### src/addr_loop_regs.svh
`ifndef ADDR_LOOP_REGS_SVH
`define ADDR_LOOP_REGS_SVH

// direct address: page pointer above the in-page offset
`define DIRECT_OFFSET_W 7
`define DATA_PAGE_W 9
`define DATA_ADDR_W 16
`define AUX_COUNT 8
`define AUX_SEL_W 3
// peripheral register window on data page zero
`define PERIPH_LO 16'h0020
`define PERIPH_HI 16'h004f
// reset values
`define SINGLE_REPEAT_RESET 16'h0000
`define BLOCK_LOOP_COUNT_RESET 16'h0000
`define AUX_RESET 16'h0000
`define CIRC_CTRL_RESET 8'h00
// circular control field positions
`define CIRC_CTRL_BUF0_AUX_LSB 0
`define CIRC_CTRL_BUF0_EN 3
`define CIRC_CTRL_BUF1_AUX_LSB 4
`define CIRC_CTRL_BUF1_EN 7
// extra wait cycles for a peripheral access
`define PERIPH_EXTRA_CYCLES 1

`endif

### src/addr_loop_pkg.sv
package addr_loop_pkg;

  typedef enum logic [2:0] {
    upd_none,
    upd_inc,
    upd_dec,
    upd_add_idx,
    upd_sub_idx,
    upd_rev_inc,
    upd_rev_dec
  } aux_update_t;

  typedef enum logic [2:0] {
    mode_direct,
    mode_indirect,
    mode_short_imm,
    mode_long_imm,
    mode_register,
    mode_mmapped,
    mode_circular
  } addr_mode_t;

  // operand request from decode
  typedef struct packed {
    logic valid;
    addr_mode_t mode;
    logic [6:0] offset;
    aux_update_t update;
    logic next_sel_load;
    logic [2:0] next_sel;
    logic [15:0] short_imm;
    logic [15:0] long_imm;
    logic [15:0] reg_value;
  } operand_req_t;

  // operand result toward data memory
  typedef struct packed {
    logic addr_valid;
    logic [15:0] addr;
    logic data_valid;
    logic [15:0] data;
    logic periph_stall;
  } operand_res_t;

endpackage

### src/operand_address_and_repeat_loop.sv
`timescale 1ns/1ps
`include "addr_loop_regs.svh"

module operand_address_and_repeat_loop #(
  parameter int AUX_N = `AUX_COUNT,
  parameter int PAGE_W = `DATA_PAGE_W
) (
  input wire logic mclk,
  input wire logic rst_n,
  input wire addr_loop_pkg::operand_req_t req,
  input wire logic [PAGE_W-1:0] data_page_pointer,
  input wire logic aux_select_load,
  input wire logic [2:0] aux_select_data,
  input wire logic aux_wr,
  input wire logic [2:0] aux_wr_index,
  input wire logic [15:0] aux_wr_data,
  input wire logic circ_wr,
  input wire logic [2:0] circ_wr_which,
  input wire logic [15:0] circ_wr_data,
  input wire logic repeat_single_op,
  input wire logic repeat_single_clear_op,
  input wire logic [15:0] repeat_count,
  input wire logic instr_issue,
  input wire logic irq_pending,
  input wire logic nmi_pending,
  input wire logic hold_req,
  input wire logic block_count_wr,
  input wire logic [15:0] block_count_data,
  input wire logic block_loop_op,
  input wire logic [15:0] block_op_next_pc,
  input wire logic [15:0] block_op_end_addr,
  input wire logic mode_status_wr,
  input wire logic mode_status_flag_data,
  input wire logic pc_update,
  input wire logic [15:0] pc,
  output addr_loop_pkg::operand_res_t res,
  output logic [2:0] aux_select_pointer,
  output logic [15:0] single_repeat_counter,
  output logic repeat_active,
  output logic refetch_hold,
  output logic irq_take,
  output logic nmi_take,
  output logic hold_ack,
  output logic clear_acc_prod,
  output logic pc_redirect,
  output logic [15:0] pc_redirect_addr,
  output logic block_loop_active_flag,
  output logic [15:0] block_loop_count
);

  // refuse parameter values that the fixed-width fields cannot serve
  if (AUX_N != (1 << `AUX_SEL_W)) begin : g_bad_aux
    $error("aux pointer count must match select width");
  end
  if (PAGE_W + `DIRECT_OFFSET_W != `DATA_ADDR_W) begin : g_bad_page
    $error("page and offset must fill the address");
  end
  if (`PERIPH_EXTRA_CYCLES > 1) begin : g_bad_stall
    $error("stall flag covers a single extra cycle only");
  end

  // reset release through two flops
  // every flop behind the two leaves reset on the same edge, whatever the phase of rst_n
  logic rst_s1_reg;
  logic rst_s2_reg;
  always_ff @(posedge mclk or negedge rst_n) begin
    if (!rst_n) begin
      rst_s1_reg <= 1'b0;
      rst_s2_reg <= 1'b0;
    end else begin
      rst_s1_reg <= 1'b1;
      rst_s2_reg <= rst_s1_reg;
    end
  end
  wire rst_core_n = rst_s2_reg;

  // select pointer
  logic [2:0] sel_reg;
  wire [15:0] aux_val [AUX_N];
  wire [15:0] cur_aux = aux_val[sel_reg];

  // circular registers: two starts, two ends, one control
  logic [15:0] circ_start_reg [2];
  logic [15:0] circ_end_reg [2];
  logic [7:0] circ_ctrl_reg;

  wire [2:0] buf0_aux = circ_ctrl_reg[`CIRC_CTRL_BUF0_AUX_LSB +: 3];
  wire [2:0] buf1_aux = circ_ctrl_reg[`CIRC_CTRL_BUF1_AUX_LSB +: 3];
  wire buf0_en = circ_ctrl_reg[`CIRC_CTRL_BUF0_EN];
  wire buf1_en = circ_ctrl_reg[`CIRC_CTRL_BUF1_EN];

  always_ff @(posedge mclk or negedge rst_core_n) begin
    if (!rst_core_n) begin
      circ_start_reg[0] <= 16'h0000;
      circ_start_reg[1] <= 16'h0000;
      circ_end_reg[0] <= 16'h0000;
      circ_end_reg[1] <= 16'h0000;
      circ_ctrl_reg <= `CIRC_CTRL_RESET;
    end else if (circ_wr) begin
      // software must fill these before the first circular access
      if (circ_wr_which == 3'h0) circ_start_reg[0] <= circ_wr_data;
      else if (circ_wr_which == 3'h1) circ_end_reg[0] <= circ_wr_data;
      else if (circ_wr_which == 3'h2) circ_start_reg[1] <= circ_wr_data;
      else if (circ_wr_which == 3'h3) circ_end_reg[1] <= circ_wr_data;
      else if (circ_wr_which == 3'h4) circ_ctrl_reg <= circ_wr_data[7:0];
    end
  end

  wire ind_access = req.valid && (req.mode == addr_loop_pkg::mode_indirect ||
                                  req.mode == addr_loop_pkg::mode_circular);
  // a circular request on a pointer that control does not name acts as plain indirect
  wire circ_mode = req.mode == addr_loop_pkg::mode_circular;

  genvar g;
  generate
    for (g = 0; g < AUX_N; g++) begin : g_aux
      wire on0 = circ_mode && buf0_en && (buf0_aux == 3'(g));
      wire on1 = circ_mode && buf1_en && (buf1_aux == 3'(g));
      aux_pointer #(.WIDTH(16)) u_aux (
        .mclk(mclk),
        .rst_n(rst_core_n),
        .sel(sel_reg == 3'(g)),
        .step(ind_access),
        .update(req.update),
        .index(aux_val[0]),
        .circ_en(on0 || on1),
        .circ_start(on1 ? circ_start_reg[1] : circ_start_reg[0]),
        .circ_end(on1 ? circ_end_reg[1] : circ_end_reg[0]),
        .wr_en(aux_wr && aux_wr_index == 3'(g)),
        .wr_data(aux_wr_data),
        .value(aux_val[g])
      );
    end
  endgenerate

  // select changes after the access, same cycle as the pointer update
  always_ff @(posedge mclk or negedge rst_core_n) begin
    if (!rst_core_n) sel_reg <= 3'h0;
    else if (aux_select_load) sel_reg <= aux_select_data;
    else if (ind_access && req.next_sel_load) sel_reg <= req.next_sel;
  end

  // operand address and data formation
  wire [15:0] direct_addr = {data_page_pointer, req.offset};
  wire [15:0] mmap_addr = {9'h000, req.offset};
  wire is_addr = req.valid && (req.mode == addr_loop_pkg::mode_direct ||
                               req.mode == addr_loop_pkg::mode_mmapped || ind_access);
  wire is_data = req.valid && (req.mode == addr_loop_pkg::mode_short_imm ||
                               req.mode == addr_loop_pkg::mode_long_imm ||
                               req.mode == addr_loop_pkg::mode_register);
  wire [15:0] addr_sel = (req.mode == addr_loop_pkg::mode_direct) ? direct_addr :
                         (req.mode == addr_loop_pkg::mode_mmapped) ? mmap_addr : cur_aux;
  wire [15:0] data_sel = (req.mode == addr_loop_pkg::mode_short_imm) ? req.short_imm :
                         (req.mode == addr_loop_pkg::mode_long_imm) ? req.long_imm :
                         req.reg_value;
  // the stall is only flagged; the data-memory side inserts the wait cycle
  wire periph_hit = is_addr && addr_sel >= `PERIPH_LO &&
                    addr_sel <= `PERIPH_HI;

  addr_loop_pkg::operand_res_t res_reg;
  always_ff @(posedge mclk or negedge rst_core_n) begin
    if (!rst_core_n) res_reg <= '0;
    else begin
      res_reg.addr_valid <= is_addr;
      res_reg.addr <= addr_sel;
      res_reg.data_valid <= is_data;
      res_reg.data <= data_sel;
      res_reg.periph_stall <= periph_hit && (`PERIPH_EXTRA_CYCLES != 0);
    end
  end

  // single repeat
  // the counter holds the repeats still owed after the issue in flight
  logic [15:0] rpt_reg;
  logic rpt_armed_reg;
  logic rpt_run_reg;
  logic clear_reg;
  wire rpt_load = repeat_single_op || repeat_single_clear_op;
  wire rpt_last = rpt_run_reg && instr_issue && (rpt_reg == 16'h0000);

  always_ff @(posedge mclk or negedge rst_core_n) begin
    if (!rst_core_n) begin
      rpt_reg <= `SINGLE_REPEAT_RESET;
      rpt_armed_reg <= 1'b0;
      rpt_run_reg <= 1'b0;
      clear_reg <= 1'b0;
    end else begin
      clear_reg <= repeat_single_clear_op;
      if (rpt_load) begin
        rpt_reg <= repeat_count;
        rpt_armed_reg <= 1'b1;
      end else if (rpt_armed_reg && instr_issue) begin
        // first execution of the repeated instruction
        rpt_armed_reg <= 1'b0;
        rpt_run_reg <= (rpt_reg != 16'h0000);
        if (rpt_reg != 16'h0000) rpt_reg <= rpt_reg - 16'h0001;
      end else if (rpt_run_reg && instr_issue) begin
        if (rpt_last) rpt_run_reg <= 1'b0;
        else rpt_reg <= rpt_reg - 16'h0001;
      end
    end
  end

  wire rpt_busy = rpt_load || rpt_armed_reg || rpt_run_reg;

  // gating starts at the load strobe so no interrupt slips in before the first issue
  logic irq_reg;
  logic nmi_reg;
  logic hold_reg;
  logic refetch_reg;
  always_ff @(posedge mclk or negedge rst_core_n) begin
    if (!rst_core_n) begin
      irq_reg <= 1'b0;
      nmi_reg <= 1'b0;
      hold_reg <= 1'b0;
      refetch_reg <= 1'b0;
    end else begin
      irq_reg <= irq_pending && !rpt_busy;
      nmi_reg <= nmi_pending && !rpt_busy;
      hold_reg <= hold_req;
      // holding fetch lets repeated multicycle ops issue every cycle
      refetch_reg <= rpt_busy && !rpt_last;
    end
  end

  // block loop
  // the end bound stays inside the loop unit; the flag, the count and the redirect with the start address leave the block
  logic redir;
  logic [15:0] redir_pc;
  logic blk_active;
  logic [15:0] blk_count;
  block_loop #(.AW(16)) u_block (
    .mclk(mclk),
    .rst_n(rst_core_n),
    .count_wr(block_count_wr),
    .count_data(block_count_data),
    .start_op(block_loop_op),
    .op_next_pc(block_op_next_pc),
    .op_end_addr(block_op_end_addr),
    .flag_wr(mode_status_wr),
    .flag_data(mode_status_flag_data),
    .pc_update(pc_update),
    .pc(pc),
    .redirect(redir),
    .redirect_pc(redir_pc),
    .active(blk_active),
    .count(blk_count),
    .start_addr(),
    .end_addr()
  );

  // the redirect is registered to come straight off a flop, at one cycle of latency
  logic redir_reg;
  logic [15:0] redir_pc_reg;
  always_ff @(posedge mclk or negedge rst_core_n) begin
    if (!rst_core_n) begin
      redir_reg <= 1'b0;
      redir_pc_reg <= 16'h0000;
    end else begin
      redir_reg <= redir;
      redir_pc_reg <= redir_pc;
    end
  end

  assign res = res_reg;
  assign aux_select_pointer = sel_reg;
  assign single_repeat_counter = rpt_reg;
  assign repeat_active = rpt_run_reg;
  assign refetch_hold = refetch_reg;
  assign irq_take = irq_reg;
  assign nmi_take = nmi_reg;
  assign hold_ack = hold_reg;
  assign clear_acc_prod = clear_reg;
  assign pc_redirect = redir_reg;
  assign pc_redirect_addr = redir_pc_reg;
  assign block_loop_active_flag = blk_active;
  assign block_loop_count = blk_count;

endmodule

### src/aux_pointer.sv
`timescale 1ns/1ps
`include "addr_loop_regs.svh"

// one auxiliary pointer register with its post-access update
module aux_pointer #(
  parameter int WIDTH = 16
) (
  input wire logic mclk,
  input wire logic rst_n,
  input wire logic sel,
  input wire logic step,
  input wire addr_loop_pkg::aux_update_t update,
  input wire logic [WIDTH-1:0] index,
  input wire logic circ_en,
  input wire logic [WIDTH-1:0] circ_start,
  input wire logic [WIDTH-1:0] circ_end,
  input wire logic wr_en,
  input wire logic [WIDTH-1:0] wr_data,
  output logic [WIDTH-1:0] value
);

  if (WIDTH < 2) begin : g_bad_width
    $error("aux_pointer width too small");
  end

  logic [WIDTH-1:0] value_reg;
  logic [WIDTH-1:0] value_next;
  logic [WIDTH-1:0] rev_val;
  logic [WIDTH-1:0] rev_idx;
  logic [WIDTH-1:0] stepped;

  // bit-reversed carry: reverse, add, reverse back
  always_comb begin
    for (int i = 0; i < WIDTH; i++) begin
      rev_val[i] = value_reg[WIDTH-1-i];
      rev_idx[i] = index[WIDTH-1-i];
    end
  end

  logic [WIDTH-1:0] rev_sum;
  logic [WIDTH-1:0] rev_dif;
  logic [WIDTH-1:0] rev_sum_back;
  logic [WIDTH-1:0] rev_dif_back;
  assign rev_sum = rev_val + rev_idx;
  assign rev_dif = rev_val - rev_idx;
  always_comb begin
    for (int i = 0; i < WIDTH; i++) begin
      rev_sum_back[i] = rev_sum[WIDTH-1-i];
      rev_dif_back[i] = rev_dif[WIDTH-1-i];
    end
  end

  always_comb begin
    case (update)
      addr_loop_pkg::upd_inc: stepped = value_reg + WIDTH'(1);
      addr_loop_pkg::upd_dec: stepped = value_reg - WIDTH'(1);
      addr_loop_pkg::upd_add_idx: stepped = value_reg + index;
      addr_loop_pkg::upd_sub_idx: stepped = value_reg - index;
      addr_loop_pkg::upd_rev_inc: stepped = rev_sum_back;
      addr_loop_pkg::upd_rev_dec: stepped = rev_dif_back;
      default: stepped = value_reg;
    endcase
  end

  // wrap to buffer start once the last location has been used
  wire circ_wrap = circ_en && (value_reg == circ_end) && (update != addr_loop_pkg::upd_none);

  always_comb begin
    value_next = value_reg;
    if (wr_en) value_next = wr_data;
    else if (sel && step) value_next = circ_wrap ? circ_start : stepped;
  end

  always_ff @(posedge mclk or negedge rst_n) begin
    if (!rst_n) value_reg <= WIDTH'(`AUX_RESET);
    else value_reg <= value_next;
  end

  assign value = value_reg;

endmodule

### src/block_loop.sv
`timescale 1ns/1ps
`include "addr_loop_regs.svh"

// zero-overhead block loop: start/end/count and the active flag
module block_loop #(
  parameter int AW = 16
) (
  input wire logic mclk,
  input wire logic rst_n,
  input wire logic count_wr,
  input wire logic [15:0] count_data,
  input wire logic start_op,
  input wire logic [AW-1:0] op_next_pc,
  input wire logic [AW-1:0] op_end_addr,
  input wire logic flag_wr,
  input wire logic flag_data,
  input wire logic pc_update,
  input wire logic [AW-1:0] pc,
  output logic redirect,
  output logic [AW-1:0] redirect_pc,
  output logic active,
  output logic [15:0] count,
  output logic [AW-1:0] start_addr,
  output logic [AW-1:0] end_addr
);

  if (AW < 1) begin : g_bad_aw
    $error("block_loop address width invalid");
  end

  logic [15:0] count_reg;
  logic [AW-1:0] start_reg;
  logic [AW-1:0] end_reg;
  logic active_reg;

  wire at_end = active_reg && pc_update && (pc == end_reg);
  wire loop_back = at_end && (count_reg != 16'h0000);
  wire loop_exit = at_end && (count_reg == 16'h0000);

  always_ff @(posedge mclk or negedge rst_n) begin
    if (!rst_n) begin
      count_reg <= `BLOCK_LOOP_COUNT_RESET;
      start_reg <= '0;
      end_reg <= '0;
      active_reg <= 1'b0;
    end else begin
      if (count_wr) count_reg <= count_data;
      else if (loop_back) count_reg <= count_reg - 16'h0001;
      if (start_op) begin
        start_reg <= op_next_pc;
        end_reg <= op_end_addr;
      end
      // a software clear lets the pass finish and stops the next loop-back
      if (start_op) active_reg <= 1'b1;
      else if (flag_wr) active_reg <= flag_data;
      else if (loop_exit) active_reg <= 1'b0;
    end
  end

  // branches away do not touch the flag, so re-entry resumes looping
  assign redirect = loop_back;
  assign redirect_pc = start_reg;
  assign active = active_reg;
  assign count = count_reg;
  assign start_addr = start_reg;
  assign end_addr = end_reg;

endmodule

### config.mk
export PLATFORM = sky130hd
export DESIGN_NAME = operand_address_and_repeat_loop
export DESIGN_NICKNAME = d
export VERILOG_FILES = /design/src/addr_loop_pkg.sv /design/src/operand_address_and_repeat_loop.sv /design/src/aux_pointer.sv /design/src/block_loop.sv
export VERILOG_INCLUDE_DIRS = /design/src
export SDC_FILE = /design/constraint.sdc
export NUM_CORES = 2
export LEC_CHECK = 0
export BUFFER_PORTS_ARGS = -buffer_cell sky130_fd_sc_hd__buf_2
export CAP_MARGIN = 20
export CORE_UTILIZATION = 45
export DETAILED_ROUTE_END_ITERATION = 6
export SYNTH_ARGS = -nofsm -noshare
export SYNTH_HDL_FRONTEND = slang
export SYNTH_SLANG_ARGS = --single-unit
### constraint.sdc
create_clock -name mclk -period 26.2 [get_ports mclk]
set_clock_uncertainty 0.1 [all_clocks]
set_input_delay 5.24 -clock mclk [delete_from_list [all_inputs] [get_ports mclk]]
set_output_delay 5.24 -clock mclk [all_outputs]
set_load 0.02 [all_outputs]
==> impl_metrics.py <==
metrics = {
    "critical_path": {
        "crit_fanout": 12,
        "end_kind": "flip-flop",
        "arrival_ps": 10450,
        "required_ps": 26560,
        "worstSetupStartpointType": "input pin",
        "crit_type": "input pin to flip-flop",
        "rrSetupSlack_ps": 20000,
    },
    "layout": {
        "fillers": 8157,
        "nNetsFinal": 5444,
        "final-seq-area_mm2": 0.00824,
        "multi_input_area_mm2": 0.0283,
        "drive_gt1_share_pct": 14.7,
        "area_delta_synth_final_pct": 10.3,
        "stdcell_count": 6071,
        "largest_register_ffs": 128,
    },
    "floorplan": {
        "start_util_pct": 45.8,
        "fp.coreArea_mm2": 0.0842,
        "die_w_um": 295,
        "io_pins": 306,
        "die_h_um": 295,
        "die_area_mm2": 0.0868,
        "rows": 106,
    },
    "clock_network": {
        "cts_resized": 0,
        "ctsHoldBuffers": 0,
        "h-tree-depth": 2,
        "postCtsSetupBuffers": 0,
        "numCtsBuffers": 40,
        "clk_latency_ps": 600,
        "cts_num_sinks": 329,
        "cts_tree": "done",
        "clock-root-buffer": "clkbuf_16",
        "cts_max_path_buffers": 3,
        "cts.reportedPaths.clkPinSlew_ps": 60,
    },
    "flow_run": {
        "drv_cap": 0,
    },
    "global_routing": {
        "gr-total-overflow": 0,
        "grt_usage_pct": 45.3,
        "grt_max_degree": 145,
        "antenna_found_initial": 9,
        "grt_pass1_wl_mm": 282,
        "grt_pass1_vias": 37900,
    },
    "timing": {
        "worst_pin_slew_ps": 1310,
        "period_share_pct": 38.5,
        "final.setup.tns_ps": 0,
        "hold_viol": 0,
        "fin_crit_ps": 10090,
        "slew_headroom_pct": 12.0,
        "slew_violations": 0,
        "rsz0062_at_grt": "false",
        "max_freq_mhz": 99.1,
        "finalSetupViolCount": 0,
    },
    "yosys": {
        "synth_area_leaders": "dfrtp_1 (21%), ha_1 (10%), mux2i_1 (5.5%)",
        "synthCells": 4781,
        "yosysTopAreaCellShare_pct": 21.4,
        "synthDistinctLibCells": 107,
        "async_flop_share_pct": 100,
        "seq_area_frac_synth_pct": 21.4,
        "synth-seq-cells": 329,
        "syn_area_mm2": 0.0385,
        "syn_area_per_cell_um2": 8.06,
        "synth_flop_cell": "dfrtp_1",
        "synth_edf_count": 0,
        "synth.largest_area_cell": "dfrtp_1",
        "synth_nets": 5324,
        "yosysMostFrequentCell": "nand2_1",
        "synthTopCellsByCount": "nand2_1 (426), a21oi_1 (339), dfrtp_1 (329)",
        "ys_warn_count": 0,
    },
    "power_and_ir_drop": {
        "power_leakage_nw": 18.5,
        "p_per_area_mw_per_mm2": 95.2,
        "finalPower_w": 0.00405,
        "max-vdd-ir-drop_uv": 60.7,
    },
    "placement": {
        "gp_congestion": 1.08,
        "place_inst": 5990,
        "hpwl_mm": 149,
        "io_buffer_count": 305,
    },
    "route": {
        "drtAntennaViolNets": 0,
        "routedWlPerCell_um": 33.2,
        "drc_errors": 6,
        "wl_mm": 201,
        "firstDrtPassIters": 7,
        "vias": 42000,
        "drtIter0Drc": 6187,
        "avgViaCountPerCell": 6.92,
    },
    "worst_hold_path": {
        "min_path_type": "flip-flop to flip-flop",
    },
    "status": {
        "outcome": "finished with violations",
        "violations": "design-rule violations",
    },
}
-- layout make-up --
cell class | count | share of cell area, %
Sequential cell | 329 | 19.4
Multi-Input combinational cell | 3904 | 66.6
Inverter | 204 | 1.80
Antenna cell | 8 | 0.0471
Timing Repair Buffer | 422 | 5.76
Clock buffer | 54 | 2.65
Tap cell | 1134 | 3.34
Clock inverter | 16 | 0.474
-- report_power, final --
part           switching, W  internal, W  total (W)
sequential         0.000352     0.000602   0.000954
clock              0.000258     0.000333   0.000591
combinational       0.00156     0.000944    0.00250
-- per-layer routing --
metal,GRT usage [%],vias to the layer above,share of wire (%)
li1,-,18100,-
met1,61.1,20200,40
met2,61.2,3137,39
met3,17.6,659,15
met4,24.5,8,6.2
met5,0,-,0.11
-- worst paths after layout --
kind | startpoint | end | cells past startpoint
worst max-delay path | req[53] | g_aux[1].u_aux.value[13]$_DFFE_PN0P_ | 18
worst min-delay path | rst_s1_reg$_DFF_PN0_ | rst_core_n$_DFF_PN0_ | 0
worst max register to register | g_aux[0].u_aux.value[12]$_DFFE_PN0P_ | g_aux[1].u_aux.value[3]$_DFFE_PN0P_ | 13
worst min register to register | rst_s1_reg$_DFF_PN0_ | rst_core_n$_DFF_PN0_ | 0
max in group asynchronous | rst_n | rst_core_n$_DFF_PN0_ | 1
min in group asynchronous | rst_core_n$_DFF_PN0_ | u_block.redirect_pc[10]$_DFFE_PN0P_ | 0
-- through the flow --
stage / util, % / hold slack [ps] / area (um^2) / worst slack [ps]
after CTS: 50.4 / 254 / 42500 / 16410
after detailed placement: 48.9 / 238 / 41100 / 15840
after global placement: 48.8 / 237 / 41100 / 15840
after global routing: 50.5 / 253 / 42500 / 15870
after floorplan: - / 231 / 38500 / 16250
final: 50.5 / 250 / 42500 / 16110
-- logic make-up (layout without fill, tap and decap cells) --
logic type / Yosys count / in the layout / share of synthesized area, %
xor+xnor: 284 / 284 / 6.45
simple gates: 1387 / 1387 / 17.7
buf+inv: 548 / 696 / 5.60
flops: 329 / 329 / 21.4
mux: 344 / 344 / 10.3
other cells: 1 / 9 / 0.00973
fa+ha+maj: 352 / 352 / 11.7
compound gates: 1536 / 1536 / 26.8
-- cell usage in the layout, fill, tap and decap left out, types with 32 or more instances in the layout --
cell type  instances
a211oi_1          97
a21o_1            58
a21oi_1          339
a221o_1           33
a221oi_1          56
a22oi_1           49
a31oi_1           48
and3_1            39
buf_2            305
buf_4            113
clkbuf_16         41
dfrtp_1          326
ha_1             309
inv_1            199
mux2_2           101
mux2i_1          210
mux4_2            32
nand2_1          423
nand2b_1          70
nand3_1           92
nand4_1           35
nor2_1           295
nor2b_1           54
nor3_1           143
nor4_1            40
o2111ai_1         33
o211ai_1          59
o21a_1            38
o21ai_0          270
o21ai_1           53
o21bai_1          40
o22ai_1           75
o31ai_1           42
or3_1             45
xnor2_1          200
xor2_1            84
-- critical path, cell delays in order --
cell       delay (ps)
buf_2             190
nand2b_1          250
nor2_1            570
a21boi_1          150
buf_4             240
inv_1             440
ha_1              340
nand2b_1          100
a21oi_1           110
o31a_1            310
o311ai_2          680
nand2_1           180
a311o_1           470
a21o_1            210
maj3_2            340
xnor2_1           130
a2111oi_0         390
nor2_1             90
No activity file was read; power rests on OpenSTA's default activity.
